[src/design/pmc_pkg.sv]
// pmc_pkg: shared constants and types of the power-mode clock controller.
// assumes one 125 MHz always-on controller clock and active-low sync reset.
package pmc_pkg;

  // ----------------------------------------------------------------
  // timing
  // ----------------------------------------------------------------
  localparam int CLK_PERIOD_NS = 8;
  localparam int OSC_SETTLE_NS = 2000;
  // least time: round up to whole cycles
  localparam int SETTLE_CYC = (OSC_SETTLE_NS + CLK_PERIOD_NS - 1) / CLK_PERIOD_NS;
  localparam logic [7:0] SETTLE_LOAD = 8'(SETTLE_CYC);
  localparam logic [7:0] SETTLE_DONE = 8'h00;

  // ----------------------------------------------------------------
  // clock selection and dividers
  // ----------------------------------------------------------------
  localparam logic [1:0] SRC_OSC24 = 2'h0;
  localparam logic [1:0] SRC_OSC72 = 2'h1;
  localparam logic [1:0] SRC_LFOSC = 2'h2;
  localparam logic [1:0] SRC_EXT   = 2'h3;
  localparam logic [2:0] DIV_BY8   = 3'h3;
  localparam logic [2:0] LF_LAST   = 3'h7;
  localparam logic [1:0] PRE_LAST  = 2'h2;
  localparam int         NPERIPH   = 6;

  typedef enum logic [2:0] {
    PM_NORMAL, PM_IDLE, PM_SUSPEND, PM_SNOOZE, PM_SETTLE, PM_STOP, PM_SHUTDOWN
  } pmc_mode_t;

  typedef struct packed {
    logic tmr4;
    logic spi;
    logic i2c;
    logic pmatch;
    logic cmp0;
    logic clu;
  } pmc_wake_t;

  typedef struct packed {
    logic core_clk_en;
    logic periph_clk_en;
    logic osc24_en;
    logic osc72_en;
    logic reg_low_bias;
    logic nets_off;
    logic pin_hold;
  } pmc_pwr_t;

  typedef struct packed {
    logic [1:0] src;
    logic [2:0] div;
    logic       presc;
  } pmc_clkcfg_t;

  localparam pmc_clkcfg_t CLKCFG_RESET = '{src: SRC_OSC24, div: DIV_BY8, presc: 1'b0};

endpackage

[src/design/pmc_power_ctrl.sv]
// pmc_power_ctrl: power-mode sequencer and system clock configuration.
// assumes firmware request strobes are one-cycle pulses on CORE_CLK and that
// wake, reset-source and oscillator pins are asynchronous levels.
`timescale 1ns/1ps
`default_nettype none
module pmc_power_ctrl
  import pmc_pkg::*;
(
  input  wire logic               CORE_CLK,
  input  wire logic               RESET_N,
  input  wire logic               IDLE_REQ,
  input  wire logic               STOP_REQ,
  input  wire logic               SUSPEND_REQ,
  input  wire logic               SNOOZE_REQ,
  input  wire logic               SHUTDOWN_SEL,
  input  wire logic               INT_PENDING,
  input  wire logic               CFG_LOAD,
  input  wire pmc_clkcfg_t        CFG_CLK,
  input  wire logic [NPERIPH-1:0] PERIPH_USE,
  input  wire logic               TMR34_LF_SEL,
  input  wire logic               TMR4_CHAIN,
  input  wire logic               T3_OVF,
  input  wire logic               TMR4_EVT,
  input  wire logic               SPI_ACT,
  input  wire logic               I2C_ACT,
  input  wire logic               PMATCH_EVT,
  input  wire logic               CMP0_OUT,
  input  wire logic               CLU_EVT,
  input  wire logic               CLU_IE,
  input  wire logic               LFOSC_IN,
  input  wire logic               OSC24_RDY,
  input  wire logic               RST_OTHER,
  input  wire logic               RST_PIN,
  input  wire logic               RST_POR,
  output pmc_mode_t               MODE,
  output pmc_pwr_t                PWR_CTL,
  output logic [NPERIPH-1:0]      PERIPH_CLK_EN,
  output pmc_clkcfg_t             SYSTEM_CLOCK_NET_CFG,
  output logic                    SYSTEM_CLOCK_NET_TICK,
  output logic                    TMR3_TICK,
  output logic                    TMR4_TICK,
  output pmc_wake_t               WAKE_SRC,
  output logic                    RESET_OUT
);

  // ----------------------------------------------------------------
  // input synchronisers
  // ----------------------------------------------------------------
  logic [10:0] async_in;
  logic [10:0] async_s;
  logic        spi_s;
  logic        i2c_s;
  logic        pmatch_s;
  logic        cmp0_s;
  logic        clu_s;
  logic        lf_s;
  logic        rdy_s;
  logic        rst_other_s;
  logic        rst_pin_s;
  logic        rst_por_s;
  logic        clu_ie_s;

  assign async_in = {SPI_ACT, I2C_ACT, PMATCH_EVT, CMP0_OUT, CLU_EVT, LFOSC_IN,
                     OSC24_RDY, RST_OTHER, RST_PIN, RST_POR, CLU_IE};
  assign {spi_s, i2c_s, pmatch_s, cmp0_s, clu_s, lf_s, rdy_s,
          rst_other_s, rst_pin_s, rst_por_s, clu_ie_s} = async_s;

  pmc_sync #(.W(11)) u_sync (
    .clk   (CORE_CLK),
    .rst_n (RESET_N),
    .d     (async_in),
    .q     (async_s)
  );

  // ----------------------------------------------------------------
  // wake detection
  // ----------------------------------------------------------------
  logic      cmp0_d;
  logic      lf_d;
  pmc_wake_t wake_vec;
  logic      any_wake;
  logic      pin_por;
  logic      any_rst;

  // edge history taken from the second synchroniser flop only
  always_ff @(posedge CORE_CLK)
  begin
    if (!RESET_N)
    begin
      cmp0_d <= 1'b0;
      lf_d   <= 1'b0;
    end
    else
    begin
      cmp0_d <= cmp0_s;
      lf_d   <= lf_s;
    end
  end

  always_comb
  begin
    wake_vec.tmr4   = TMR4_EVT;
    wake_vec.spi    = spi_s;
    wake_vec.i2c    = i2c_s;
    wake_vec.pmatch = pmatch_s;
    wake_vec.cmp0   = cmp0_s && !cmp0_d; // rising edge only
    wake_vec.clu    = clu_s && clu_ie_s; // only enabled logic-unit events
  end

  assign any_wake = |wake_vec;
  assign pin_por  = rst_pin_s || rst_por_s;
  assign any_rst  = pin_por || rst_other_s;

  // ----------------------------------------------------------------
  // mode sequencer
  // ----------------------------------------------------------------
  pmc_mode_t  state;
  pmc_mode_t  next_state;
  logic [7:0] settle_cnt;
  logic       on_osc24;

  // suspend/snooze requests are refused unless running from 24.5 MHz,
  // since the wake path restarts only that oscillator
  assign on_osc24 = (SYSTEM_CLOCK_NET_CFG.src == SRC_OSC24);

  always_comb
  begin
    next_state = state;
    case (state)
      PM_NORMAL:
      begin
        if (STOP_REQ)
          next_state = SHUTDOWN_SEL ? PM_SHUTDOWN : PM_STOP;
        else if (SNOOZE_REQ && on_osc24)
          next_state = PM_SNOOZE;
        else if (SUSPEND_REQ && on_osc24)
          next_state = PM_SUSPEND;
        else if (IDLE_REQ)
          next_state = PM_IDLE;
      end
      PM_IDLE:
      begin
        if (INT_PENDING)
          next_state = PM_NORMAL;
      end
      PM_SUSPEND, PM_SNOOZE:
      begin
        if (any_wake)
          next_state = PM_SETTLE;
      end
      PM_SETTLE:
      begin
        if (settle_cnt == SETTLE_DONE && rdy_s)
          next_state = PM_NORMAL;
      end
      PM_STOP:
      begin
        if (any_rst)
          next_state = PM_NORMAL;
      end
      PM_SHUTDOWN:
      begin
        if (pin_por)
          next_state = PM_NORMAL;
      end
      default: next_state = PM_NORMAL;
    endcase
  end

  always_ff @(posedge CORE_CLK)
  begin
    if (!RESET_N)
      state <= PM_NORMAL;
    else
      state <= next_state;
  end

  // settle timer: loaded on wake, counts down to zero
  always_ff @(posedge CORE_CLK)
  begin
    if (!RESET_N)
      settle_cnt <= SETTLE_DONE;
    else if (next_state == PM_SETTLE && state != PM_SETTLE)
      settle_cnt <= SETTLE_LOAD;
    else if (settle_cnt != SETTLE_DONE)
      settle_cnt <= settle_cnt - 8'h01;
  end

  // ----------------------------------------------------------------
  // power and clock gating outputs, registered from next mode
  // ----------------------------------------------------------------
  pmc_pwr_t next_pwr;
  logic     next_clk_on;

  always_comb
  begin
    next_pwr = '{core_clk_en: 1'b1, periph_clk_en: 1'b1, osc24_en: 1'b1,
                 osc72_en: 1'b1, reg_low_bias: 1'b0, nets_off: 1'b0, pin_hold: 1'b0};
    case (next_state)
      PM_IDLE:
        next_pwr.core_clk_en = 1'b0;
      PM_SUSPEND, PM_SNOOZE:
      begin
        next_pwr.core_clk_en   = 1'b0;
        next_pwr.periph_clk_en = 1'b0;
        next_pwr.osc24_en      = 1'b0;
        next_pwr.osc72_en      = 1'b0;
        next_pwr.reg_low_bias  = (next_state == PM_SNOOZE);
      end
      PM_SETTLE:
      begin
        // only the 24.5 MHz source restarts; clocks stay off until settled
        next_pwr.core_clk_en   = 1'b0;
        next_pwr.periph_clk_en = 1'b0;
        next_pwr.osc72_en      = 1'b0;
      end
      PM_STOP, PM_SHUTDOWN:
      begin
        next_pwr = '{core_clk_en: 1'b0, periph_clk_en: 1'b0, osc24_en: 1'b0,
                     osc72_en: 1'b0, reg_low_bias: 1'b0, nets_off: 1'b1,
                     pin_hold: 1'b1};
      end
      default: ;
    endcase
    next_clk_on = next_pwr.periph_clk_en;
  end

  always_ff @(posedge CORE_CLK)
  begin
    if (!RESET_N)
    begin
      MODE          <= PM_NORMAL;
      PWR_CTL       <= '{core_clk_en: 1'b1, periph_clk_en: 1'b1, osc24_en: 1'b1,
                         osc72_en: 1'b1, reg_low_bias: 1'b0, nets_off: 1'b0,
                         pin_hold: 1'b0};
      PERIPH_CLK_EN <= '0;
    end
    else
    begin
      MODE          <= next_state;
      PWR_CTL       <= next_pwr;
      PERIPH_CLK_EN <= PERIPH_USE & {NPERIPH{next_clk_on}};
    end
  end

  // reset request out of stop or shutdown; wake-source status latch
  always_ff @(posedge CORE_CLK)
  begin
    if (!RESET_N)
    begin
      RESET_OUT <= 1'b0;
      WAKE_SRC  <= '0;
    end
    else
    begin
      RESET_OUT <= (state == PM_STOP || state == PM_SHUTDOWN) && next_state == PM_NORMAL;
      if ((state == PM_SUSPEND || state == PM_SNOOZE) && any_wake)
        WAKE_SRC <= wake_vec;
    end
  end

  // ----------------------------------------------------------------
  // system clock configuration and divider
  // ----------------------------------------------------------------
  // changes are accepted only in normal mode so a sleep never sees a
  // half-applied source switch
  always_ff @(posedge CORE_CLK)
  begin
    if (!RESET_N)
      SYSTEM_CLOCK_NET_CFG <= CLKCFG_RESET;
    else if (CFG_LOAD && state == PM_NORMAL)
    begin
      SYSTEM_CLOCK_NET_CFG       <= CFG_CLK;
      // prescale exists only for the two fast internal oscillators
      SYSTEM_CLOCK_NET_CFG.presc <= CFG_CLK.presc &&
                          (CFG_CLK.src == SRC_OSC24 || CFG_CLK.src == SRC_OSC72);
    end
  end

  pmc_clk_div u_div (
    .clk   (CORE_CLK),
    .rst_n (RESET_N),
    .run   (PWR_CTL.osc24_en),
    .cfg   (SYSTEM_CLOCK_NET_CFG),
    .tick  (SYSTEM_CLOCK_NET_TICK)
  );

  // ----------------------------------------------------------------
  // low-frequency timer clocking
  // ----------------------------------------------------------------
  logic [2:0] lf_cnt;
  logic       lf_tick;
  logic       lf_edge;

  assign lf_edge = lf_s && !lf_d;

  // slow oscillator divided by eight, alive in every clock-running or sleep mode
  always_ff @(posedge CORE_CLK)
  begin
    if (!RESET_N)
    begin
      lf_cnt  <= 3'h0;
      lf_tick <= 1'b0;
    end
    else
    begin
      lf_tick <= lf_edge && (lf_cnt == LF_LAST);
      if (lf_edge)
        lf_cnt <= lf_cnt + 3'h1;
    end
  end

  // timer 3/4 ticks: slow source keeps counting while system_clock_net is stopped
  always_ff @(posedge CORE_CLK)
  begin
    if (!RESET_N)
    begin
      TMR3_TICK <= 1'b0;
      TMR4_TICK <= 1'b0;
    end
    else
    begin
      TMR3_TICK <= TMR34_LF_SEL ? lf_tick : SYSTEM_CLOCK_NET_TICK;
      TMR4_TICK <= TMR4_CHAIN ? T3_OVF
                 : (TMR34_LF_SEL ? lf_tick : SYSTEM_CLOCK_NET_TICK);
    end
  end

  // ----------------------------------------------------------------
  // assertions
  // ----------------------------------------------------------------
  a_idle_core_off: assert property (@(posedge CORE_CLK) disable iff (!RESET_N)
    MODE == PM_IDLE |-> !PWR_CTL.core_clk_en && PWR_CTL.periph_clk_en)
    else $error("idle clocks wrong");
  a_idle_resume: assert property (@(posedge CORE_CLK) disable iff (!RESET_N)
    state == PM_IDLE && INT_PENDING |=> state == PM_NORMAL ##1 !RESET_OUT)
    else $error("idle wake wrong");
  a_suspend_off: assert property (@(posedge CORE_CLK) disable iff (!RESET_N)
    MODE == PM_SUSPEND |-> !PWR_CTL.osc24_en && !PWR_CTL.osc72_en
      && !PWR_CTL.periph_clk_en && !PWR_CTL.reg_low_bias)
    else $error("suspend power wrong");
  a_snooze_bias: assert property (@(posedge CORE_CLK) disable iff (!RESET_N)
    MODE == PM_SNOOZE |-> PWR_CTL.reg_low_bias && !PWR_CTL.core_clk_en)
    else $error("snooze bias wrong");
  a_wake_exit: assert property (@(posedge CORE_CLK) disable iff (!RESET_N)
    (state == PM_SUSPEND || state == PM_SNOOZE) && any_wake |=> state == PM_SETTLE)
    else $error("wake missed");
  a_settle_wait: assert property (@(posedge CORE_CLK) disable iff (!RESET_N)
    $rose(state == PM_SETTLE) |-> (state == PM_SETTLE)[*8])
    else $error("settle too short");
  a_stop_exit: assert property (@(posedge CORE_CLK) disable iff (!RESET_N)
    state == PM_STOP && any_rst |=> state == PM_NORMAL && RESET_OUT)
    else $error("stop exit wrong");
  a_shut_hold: assert property (@(posedge CORE_CLK) disable iff (!RESET_N)
    state == PM_SHUTDOWN && !pin_por |=> state == PM_SHUTDOWN && PWR_CTL.pin_hold)
    else $error("shutdown left early");
  a_reset_clock: assert property (@(posedge CORE_CLK) disable iff (!RESET_N)
    $rose(RESET_N) |-> SYSTEM_CLOCK_NET_CFG == CLKCFG_RESET)
    else $error("reset clock wrong");
  a_gate_sleep: assert property (@(posedge CORE_CLK) disable iff (!RESET_N)
    MODE == PM_SNOOZE |-> PERIPH_CLK_EN == '0)
    else $error("peripheral clock leak");
  a_lf_div: assert property (@(posedge CORE_CLK) disable iff (!RESET_N)
    lf_edge && lf_cnt == LF_LAST && TMR34_LF_SEL && !TMR4_CHAIN |=> ##1 TMR4_TICK)
    else $error("slow tick missed");
  a_chain: assert property (@(posedge CORE_CLK) disable iff (!RESET_N)
    TMR4_CHAIN && T3_OVF |=> TMR4_TICK)
    else $error("chain tick missed");
endmodule
`default_nettype wire

[src/design/pmc_sync.sv]
// pmc_sync: two-flop level synchroniser, one bit per lane.
// assumes inputs are levels held for at least two clock periods.
`timescale 1ns/1ps
`default_nettype none
module pmc_sync
  import pmc_pkg::*;
#(
  parameter int W = 1
)
(
  input  wire logic         clk,
  input  wire logic         rst_n,
  input  wire logic [W-1:0] d,
  output logic      [W-1:0] q
);
  logic [W-1:0] meta;

  // first flop feeds only the second
  always_ff @(posedge clk)
  begin
    if (!rst_n)
    begin
      meta <= '0;
      q    <= '0;
    end
    else
    begin
      meta <= d;
      q    <= meta;
    end
  end
endmodule
`default_nettype wire

[src/design/pmc_clk_div.sv]
// pmc_clk_div: system clock tick generator, optional 1.5x prescale then 2^n.
// assumes each controller cycle stands for one edge of the selected source.
`timescale 1ns/1ps
`default_nettype none
module pmc_clk_div
  import pmc_pkg::*;
(
  input  wire logic        clk,
  input  wire logic        rst_n,
  input  wire logic        run,
  input  wire pmc_clkcfg_t cfg,
  output logic             tick
);
  logic [1:0] pre_cnt;
  logic [6:0] div_cnt;
  logic       pre_tick;

  function automatic logic [6:0] div_mask(input logic [2:0] sel);
    div_mask = 7'((8'h01 << sel) - 8'h01);
  endfunction

  // 1.5x prescale passes two of every three source edges
  assign pre_tick = run && (!cfg.presc || pre_cnt != PRE_LAST);

  always_ff @(posedge clk)
  begin
    if (!rst_n || !run)
      pre_cnt <= 2'h0;
    else if (pre_cnt == PRE_LAST)
      pre_cnt <= 2'h0;
    else
      pre_cnt <= pre_cnt + 2'h1;
  end

  // power-of-two divider, 1 to 128
  always_ff @(posedge clk)
  begin
    if (!rst_n || !run)
    begin
      div_cnt <= 7'h00;
      tick    <= 1'b0;
    end
    else
    begin
      // compare with >= so a count left above a newly loaded smaller mask
      // ends the period at once instead of running on to 127
      tick <= pre_tick && (div_cnt >= div_mask(cfg.div));
      if (pre_tick)
        div_cnt <= (div_cnt >= div_mask(cfg.div)) ? 7'h00 : div_cnt + 7'h01;
    end
  end
endmodule
`default_nettype wire

[config.mk]
export PLATFORM = sky130hd
export DESIGN_NAME = pmc_power_ctrl
export DESIGN_NICKNAME = d
export VERILOG_FILES = /design/src/design/pmc_pkg.sv /design/src/design/pmc_power_ctrl.sv /design/src/design/pmc_sync.sv /design/src/design/pmc_clk_div.sv
export SDC_FILE = /design/constraint.sdc
export NUM_CORES = 1
export LEC_CHECK = 0
export BUFFER_PORTS_ARGS = -buffer_cell sky130_fd_sc_hd__buf_2
export CAP_MARGIN = 20
export CORE_MARGIN = 2
export CORE_UTILIZATION = 55
export DETAILED_ROUTE_END_ITERATION = 7
export HOLD_SLACK_MARGIN = 0.03
export PLACE_DENSITY = 0.81
export SLEW_MARGIN = 20
export SYNTH_ARGS = -nofsm -noshare
export SYNTH_HDL_FRONTEND = slang
export SYNTH_SLANG_ARGS = --single-unit
[constraint.sdc]
create_clock -name CORE_CLK -period 4 [get_ports CORE_CLK]
set_clock_uncertainty 0.05 [all_clocks]
set_input_delay 0 -clock CORE_CLK [delete_from_list [all_inputs] [get_ports CORE_CLK]]
set_output_delay 0 -clock CORE_CLK [all_outputs]
set_load 0.01 [all_outputs]
Word level (Yosys, flattened, before mapping)

Cells that the tools add are included.
W data, S select, Z words.

Input bits: 36
Flip-flop bits (word level): 76

Equal/unequal tests: 17
Shift operators: 1
Add/subtract/negate cells: 5
Bitwise logic cells: 2
Mux-type cells: 20
$lt $le $gt $ge: 1
Reduce and logical (&&, ||, !) cells: 43

Operators by type and width:

| cell                  | number |
|---|---|
| $mux W3               | 9 |
| $eq A3 B3 Y1 const B  | 7 |
| $pmux W3 S6           | 1 |
| $mux W8               | 2 |
| $logic_and A1 B1 Y1   | 14 |
| $eq A3 B2 Y1 const B  | 4 |
| $reduce_or A6 Y1      | 2 |
| $reduce_or A2 Y1      | 5 |
| $logic_not A8 Y1      | 1 |
| $reduce_bool A8 Y1    | 1 |
| $sub A8 B1 Y8 const B | 1 |
| $add A7 B1 Y7 const B | 1 |
| $ge A7 B7 Y1          | 1 |
| $logic_or A1 B1 Y1    | 7 |
| $mux W7               | 1 |
| $shl A1 B3 Y7 const A | 1 |
| $sub A7 B1 Y7 const B | 1 |
| $and A6 B6 Y6         | 1 |
| $eq A3 B1 Y1 const B  | 2 |
| $logic_not A3 Y1      | 2 |
| $logic_not A1 Y1      | 5 |
| $mux W1               | 5 |
| $reduce_or A5 Y1      | 1 |
| $logic_not A2 Y1      | 2 |
| other kinds (11)      | 12 |

Longest topological paths before layout

Word-level depth: 10
Depth in mapped cells: 7
Depth with buffers taken out: 7

Hierarchy

A second synthesis with hierarchy kept.

Cells, all modules: 303
Area, all modules: 3140.5 um^2

Modules (own cells, without submodules):

| module         | area an instance (um^2) | seq. area each (um^2) | cells each | instances |
|---|---|---|---|---|
| pmc_power_ctrl | 1870.5                  | 860.8                 | 193        | 1 |
| pmc_clk_div    | 649.4                   | 200.2                 | 64         | 1 |
| pmc_sync       | 620.6                   | 440.4                 | 46         | 1 |

Worst setup path before layout

No wires, ideal clock.

Kind: flip-flop to flip-flop
Start point: register SYSTEM_CLOCK_NET_CFG[1] (netlist name)
End point: register u_div.tick
Arrival time: 1.956 ns
Slack: 1.878 ns
Period minus slack after synthesis: 2.122 ns
Setup time: 0.116 ns
Stages on the path, launching flop included: 8
Cell sequence: dfxtp_1 > or3_1 > ha_1 > nand2b_1 > a21o_1 > a211oi_1 > o21ai_0 > and3_1

Longest elaborated chain between the ends: 4

RTL lines:

| element                | RTL line             | source |
|---|---|---|
| start: declaration     | pmc_power_ctrl.sv:38 | `output pmc_clkcfg_t SYSTEM_CLOCK_NET_CFG,` |
| $shl A1 B3 Y7          | pmc_clk_div.sv:19    | `div_mask = 7'((8'h01 << sel) - 8'h01);` |
| $sub A7 B1 Y7          | pmc_clk_div.sv:19    |  |
| $ge A7 B7 Y1           | pmc_clk_div.sv:47    | `tick <= pre_tick && (div_cnt >= div_mask(cfg.div));` |
| $logic_and A1 B1 Y1    | pmc_clk_div.sv:47    |  |
| end signal: assignment | pmc_clk_div.sv:47    |  |
| end: declaration       | pmc_clk_div.sv:12    | `output logic tick` |

Every way passes these cells.
A chain may end at the register's enable or synchronous reset.

Worst setup path in the final report

Start point: register u_sync.q[8]
End point: register PWR_CTL[2] (netlist name)

Longest elaborated chain between the ends: 6
Elaborated cells between the ends (all ways): 7
Those cells by class: eq/ne (2); mux (2); reduce/logical (3)

RTL lines:

| element                            | RTL line                                     | source |
|---|---|---|
| start: declaration                 | pmc_sync.sv:14                               | `output logic [W-1:0] q` |
| start signal: assignment           | pmc_sync.sv:29                               | `q <= meta;` |
| $reduce_or A6 Y1 *                 | pmc_power_ctrl.sv:110                        | `assign any_wake = \|wake_vec;` |
| $mux W3 *                          | pmc_power_ctrl.sv:148                        | `if (any_wake)` |
| $pmux W3 S6 *                      | pmc_power_ctrl.sv:129                        | `case (state)` |
| $eq A3 B2 Y1 (on tied branches)    | pmc_power_ctrl.sv:199, pmc_power_ctrl.sv:208 |  |
| $reduce_or A2 Y1                   | -                                            |  |
| $reduce_and A2 Y1 (no source line) | -                                            |  |
| end signal: assignment             | pmc_power_ctrl.sv:233                        | `PWR_CTL <= '{core_clk_en: 1'b1, periph_clk_en: 1'b1, osc24_en: 1'b1,` |
| end signal: assignment             | pmc_power_ctrl.sv:241                        | `PWR_CTL <= next_pwr;` |
| end: declaration                   | pmc_power_ctrl.sv:36                         | `output pmc_pwr_t PWR_CTL,` |

Every way passes the cells marked *; elsewhere a longest branch is shown, timed or not.

==> qor.csv <==
metric,value,unit
status,"complete, no violations",
WS Path Type,reg -> reg,
CTS tree,done,
Hold Path End,SYSTEM_CLOCK_NET_CFG[1],
HPWL Detailed,4261,um
gr usage total,24.38,%
library cell with the largest summed area after synthesis,dfxtp_1,
YS warnings,0,
main flop type after synthesis,dfxtp_1,
Gate Count Post-Synth,312,
PostCTS Resize Cnt,0,
count of final hold-check violations,0,
Crit path max-delay family,simple AND/OR/NAND/NOR gates,
setup TNS,0,ns
worst-margin pin slew,0.8168,ns
max-cap violations,0,
Layout area overhead,30.17,%
hold path start,RESET_N,
worst reg2reg setup slack,1.64,ns
most frequent cells in the layout,"75 x dfxtp_1, 67 x buf_2, 33 x and2_1",
first-pass GRT wire length,11530,um
hold path depth,2,
FF-to-FF End,PWR_CTL[2],
crit end category,flip-flop,
core area,5205,um^2
busiest grt layer,met2,
gr ovfl total,0,
slowest cell on the critical path,or4_1,
Setup-failing EPs final,0,
PwrDens,603.0,nW/um^2
max_slew headroom,45.49,%
met1 usage,27.78,%
CP Launch Type,flip-flop,
Max Slew Vio Count,0,
Final #Nets,459,
PortBufs,67,
Mapped Nets,361,
Final period util,59.06,%
CTS Buffer Depth,2,
worst r2r src,u_sync.q[8],
worst min-delay path class,in -> reg,
later-pin clock latency in the skew report,0.35,ns
Lkg Pwr,1.724,nW
met3 usage,4.943,%
"commonest non-fill, non-tap cell in the layout",dfxtp_1,
DRT antenna net count,0,
via count,2522,
drt pass-1 iters,4,
crit path cell chain,"or4_1, o31ai_4, nand4_1, or2_1, and3b_1",
WP data arrival,2.61,ns
initial antenna violation count,0,
vias per inst,5.200,
worst r2r path cells,5,
RSZ-0062 raised after global routing,false,
drt total wl,6719,um
number of synthesized flops with an enable pin,0,
GP Congestion,0.8083,
top cell type's share of synthesized area,49.73,%
"Cell Area, Synth",3019,um^2
placement row count,26,
H-tree depth,3,
Remaining DRCs,0,
clk root buf,clkbuf_8,
I/O pin cnt,68,
proportion of layout cells with a drive suffix above 1,22.65,%
Slowest Stage Delay on Critical Path,0.61,ns
Synth Register Bits,75,
"Distinct cells, synth",48,
initial DRC count,152,
WP data required,4.25,ns
met2 Use GR,43.02,%
# fillers,371,
Finished Core Util,75.50,%
"FFs w/ async S/R, synth",0,%
sequential-to-total area share from yosys stat,49.73,%
drt wl/cell,13.85,um
Area contributors post-synth,"dfxtp_1 50%, and2_1 6.8%, ha_1 5.4%, a21oi_1 3.5%, nand2_1 3.5%",
Final Critical Period,2.362,ns
Max Fclk,423.3,MHz
Sink Count,75,
Clock transition at path regs,0.08,ns
TritonCTS Buffers,9,
Die Y,78.09,um
Die ar.,6098,um^2
critical-path maximum fanout,14,
vias in the first global route,2553,
antenna fix cells,0,
maximum vdd drop,0.3885,mV
initial core utilization,58.00,%
largest net degree at the start of global routing,36,
DIE WIDTH,78.09,um
"Buf+Inv Stages, Crit Path",0,
syn_area_per_cell,9.677,um^2
==> cell usage after synthesis (all sizes together) (3+ instances only) <==
library cell	number
a211oi	6
a21boi	3
a21o	4
a21oi	21
and2	33
buf	5
clkbuf	7
dfxtp	75
ha	13
inv	11
mux2i	4
nand2	28
nand2b	3
nand3	11
nor2	16
nor2b	6
nor3	7
nor3b	3
nor4	4
o211ai	3
o21ai	9
or2	4
or4	3
xnor2	8
xor2	4
==> kinds of logic after synthesis <==
group | share of synthesized area, %
buf+inv | 3.316
mux | 1.699
flops | 49.73
xor+xnor | 3.481
simple gates | 23.54
fa+ha+maj | 5.388
compound gates | 12.85
==> worst max path at each step <==
stage                                       start          endpoint  slack (ns)  cells past startpoint
after floorplan           SYSTEM_CLOCK_NET_CFG[1]        u_div.tick        1.88                      7
after global placement                u_sync.q[8]        PWR_CTL[2]        1.74                      5
after detailed placement              u_sync.q[8]        PWR_CTL[2]        1.67                      5
after CTS                             u_sync.q[8]        PWR_CTL[2]        1.64                      5
after global routing      SYSTEM_CLOCK_NET_CFG[2]  u_div.div_cnt[2]        1.41                      7
final                                 u_sync.q[8]        PWR_CTL[2]        1.64                      5
==> worst register-to-register path: stages, from the launching register on <==
cell	delay, ns
dfxtp_1	0.31
or4_1	0.61
o31ai_4	0.54
nand4_1	0.30
or2_1	0.30
and3b_1	0.20
==> report_power, final <==
part           total, mW  internal, mW  switching, mW
Clock              0.644         0.368          0.276
Sequential         0.976         0.870          0.106
Combinational      0.751         0.341          0.409
Total               2.37          1.58          0.791
==> area by class of cell <==
type	count	area, um^2	area share, %
clock inverters	6	88.84	2.260
flip-flops and latches	75	1501	38.20
clock buffers	10	137.6	3.502
inverters	11	41.29	1.051
multi-input cells	214	1418	36.07
well taps	70	87.58	2.229
repair buffers	99	655.6	16.68
==> flip-flops by register name (all words and copies together) (netlist names) <==
| register | flops |
|---|---|
| u_sync.meta | 11 |
| u_sync.q | 11 |
| settle_cnt | 8 |
| u_div.div_cnt | 7 |
| PERIPH_CLK_EN | 6 |
| SYSTEM_CLOCK_NET_CFG | 6 |
| WAKE_SRC | 6 |
| PWR_CTL | 5 |
| MODE | 3 |
| lf_cnt | 3 |
| u_div.pre_cnt | 2 |
| RESET_OUT | 1 |
| TMR3_TICK | 1 |
| TMR4_TICK | 1 |
| cmp0_d | 1 |
| lf_d | 1 |
| lf_tick | 1 |
| u_div.tick | 1 |
==> what timing repair did <==
action                     in CTS  in global routing
buffers inserted                0                  0
hold buffers                   32                  0
hold endpoints to repair       26                  0
setup endpoints to repair       0                  0
==> routing by layer <==
metal	share of wire (%)	vias up
met5	0	-
li1	-	1275
met2	49	73
met4	3.3	0
met3	4.7	18
met1	44	1156
==> metrics by stage <==
step           total power, mW  std cells  instance area [um^2]  hold WS [ns]  worst slack, ns
6_report                 2.370        485                  3930       0.03259            1.638
4_1_cts                  2.372        485                  3930       0.03969            1.644
3_3_place_gp             1.661        437                  3383        0.1542            1.738
2_1_floorplan            1.507        312                  3019       0.07171            1.878
5_1_grt                  2.517        485                  3930       0.07731            1.414
3_5_place_dp             1.687        437                  3383        0.1560            1.675
Note: power is estimated with default switching activity, not from simulation.
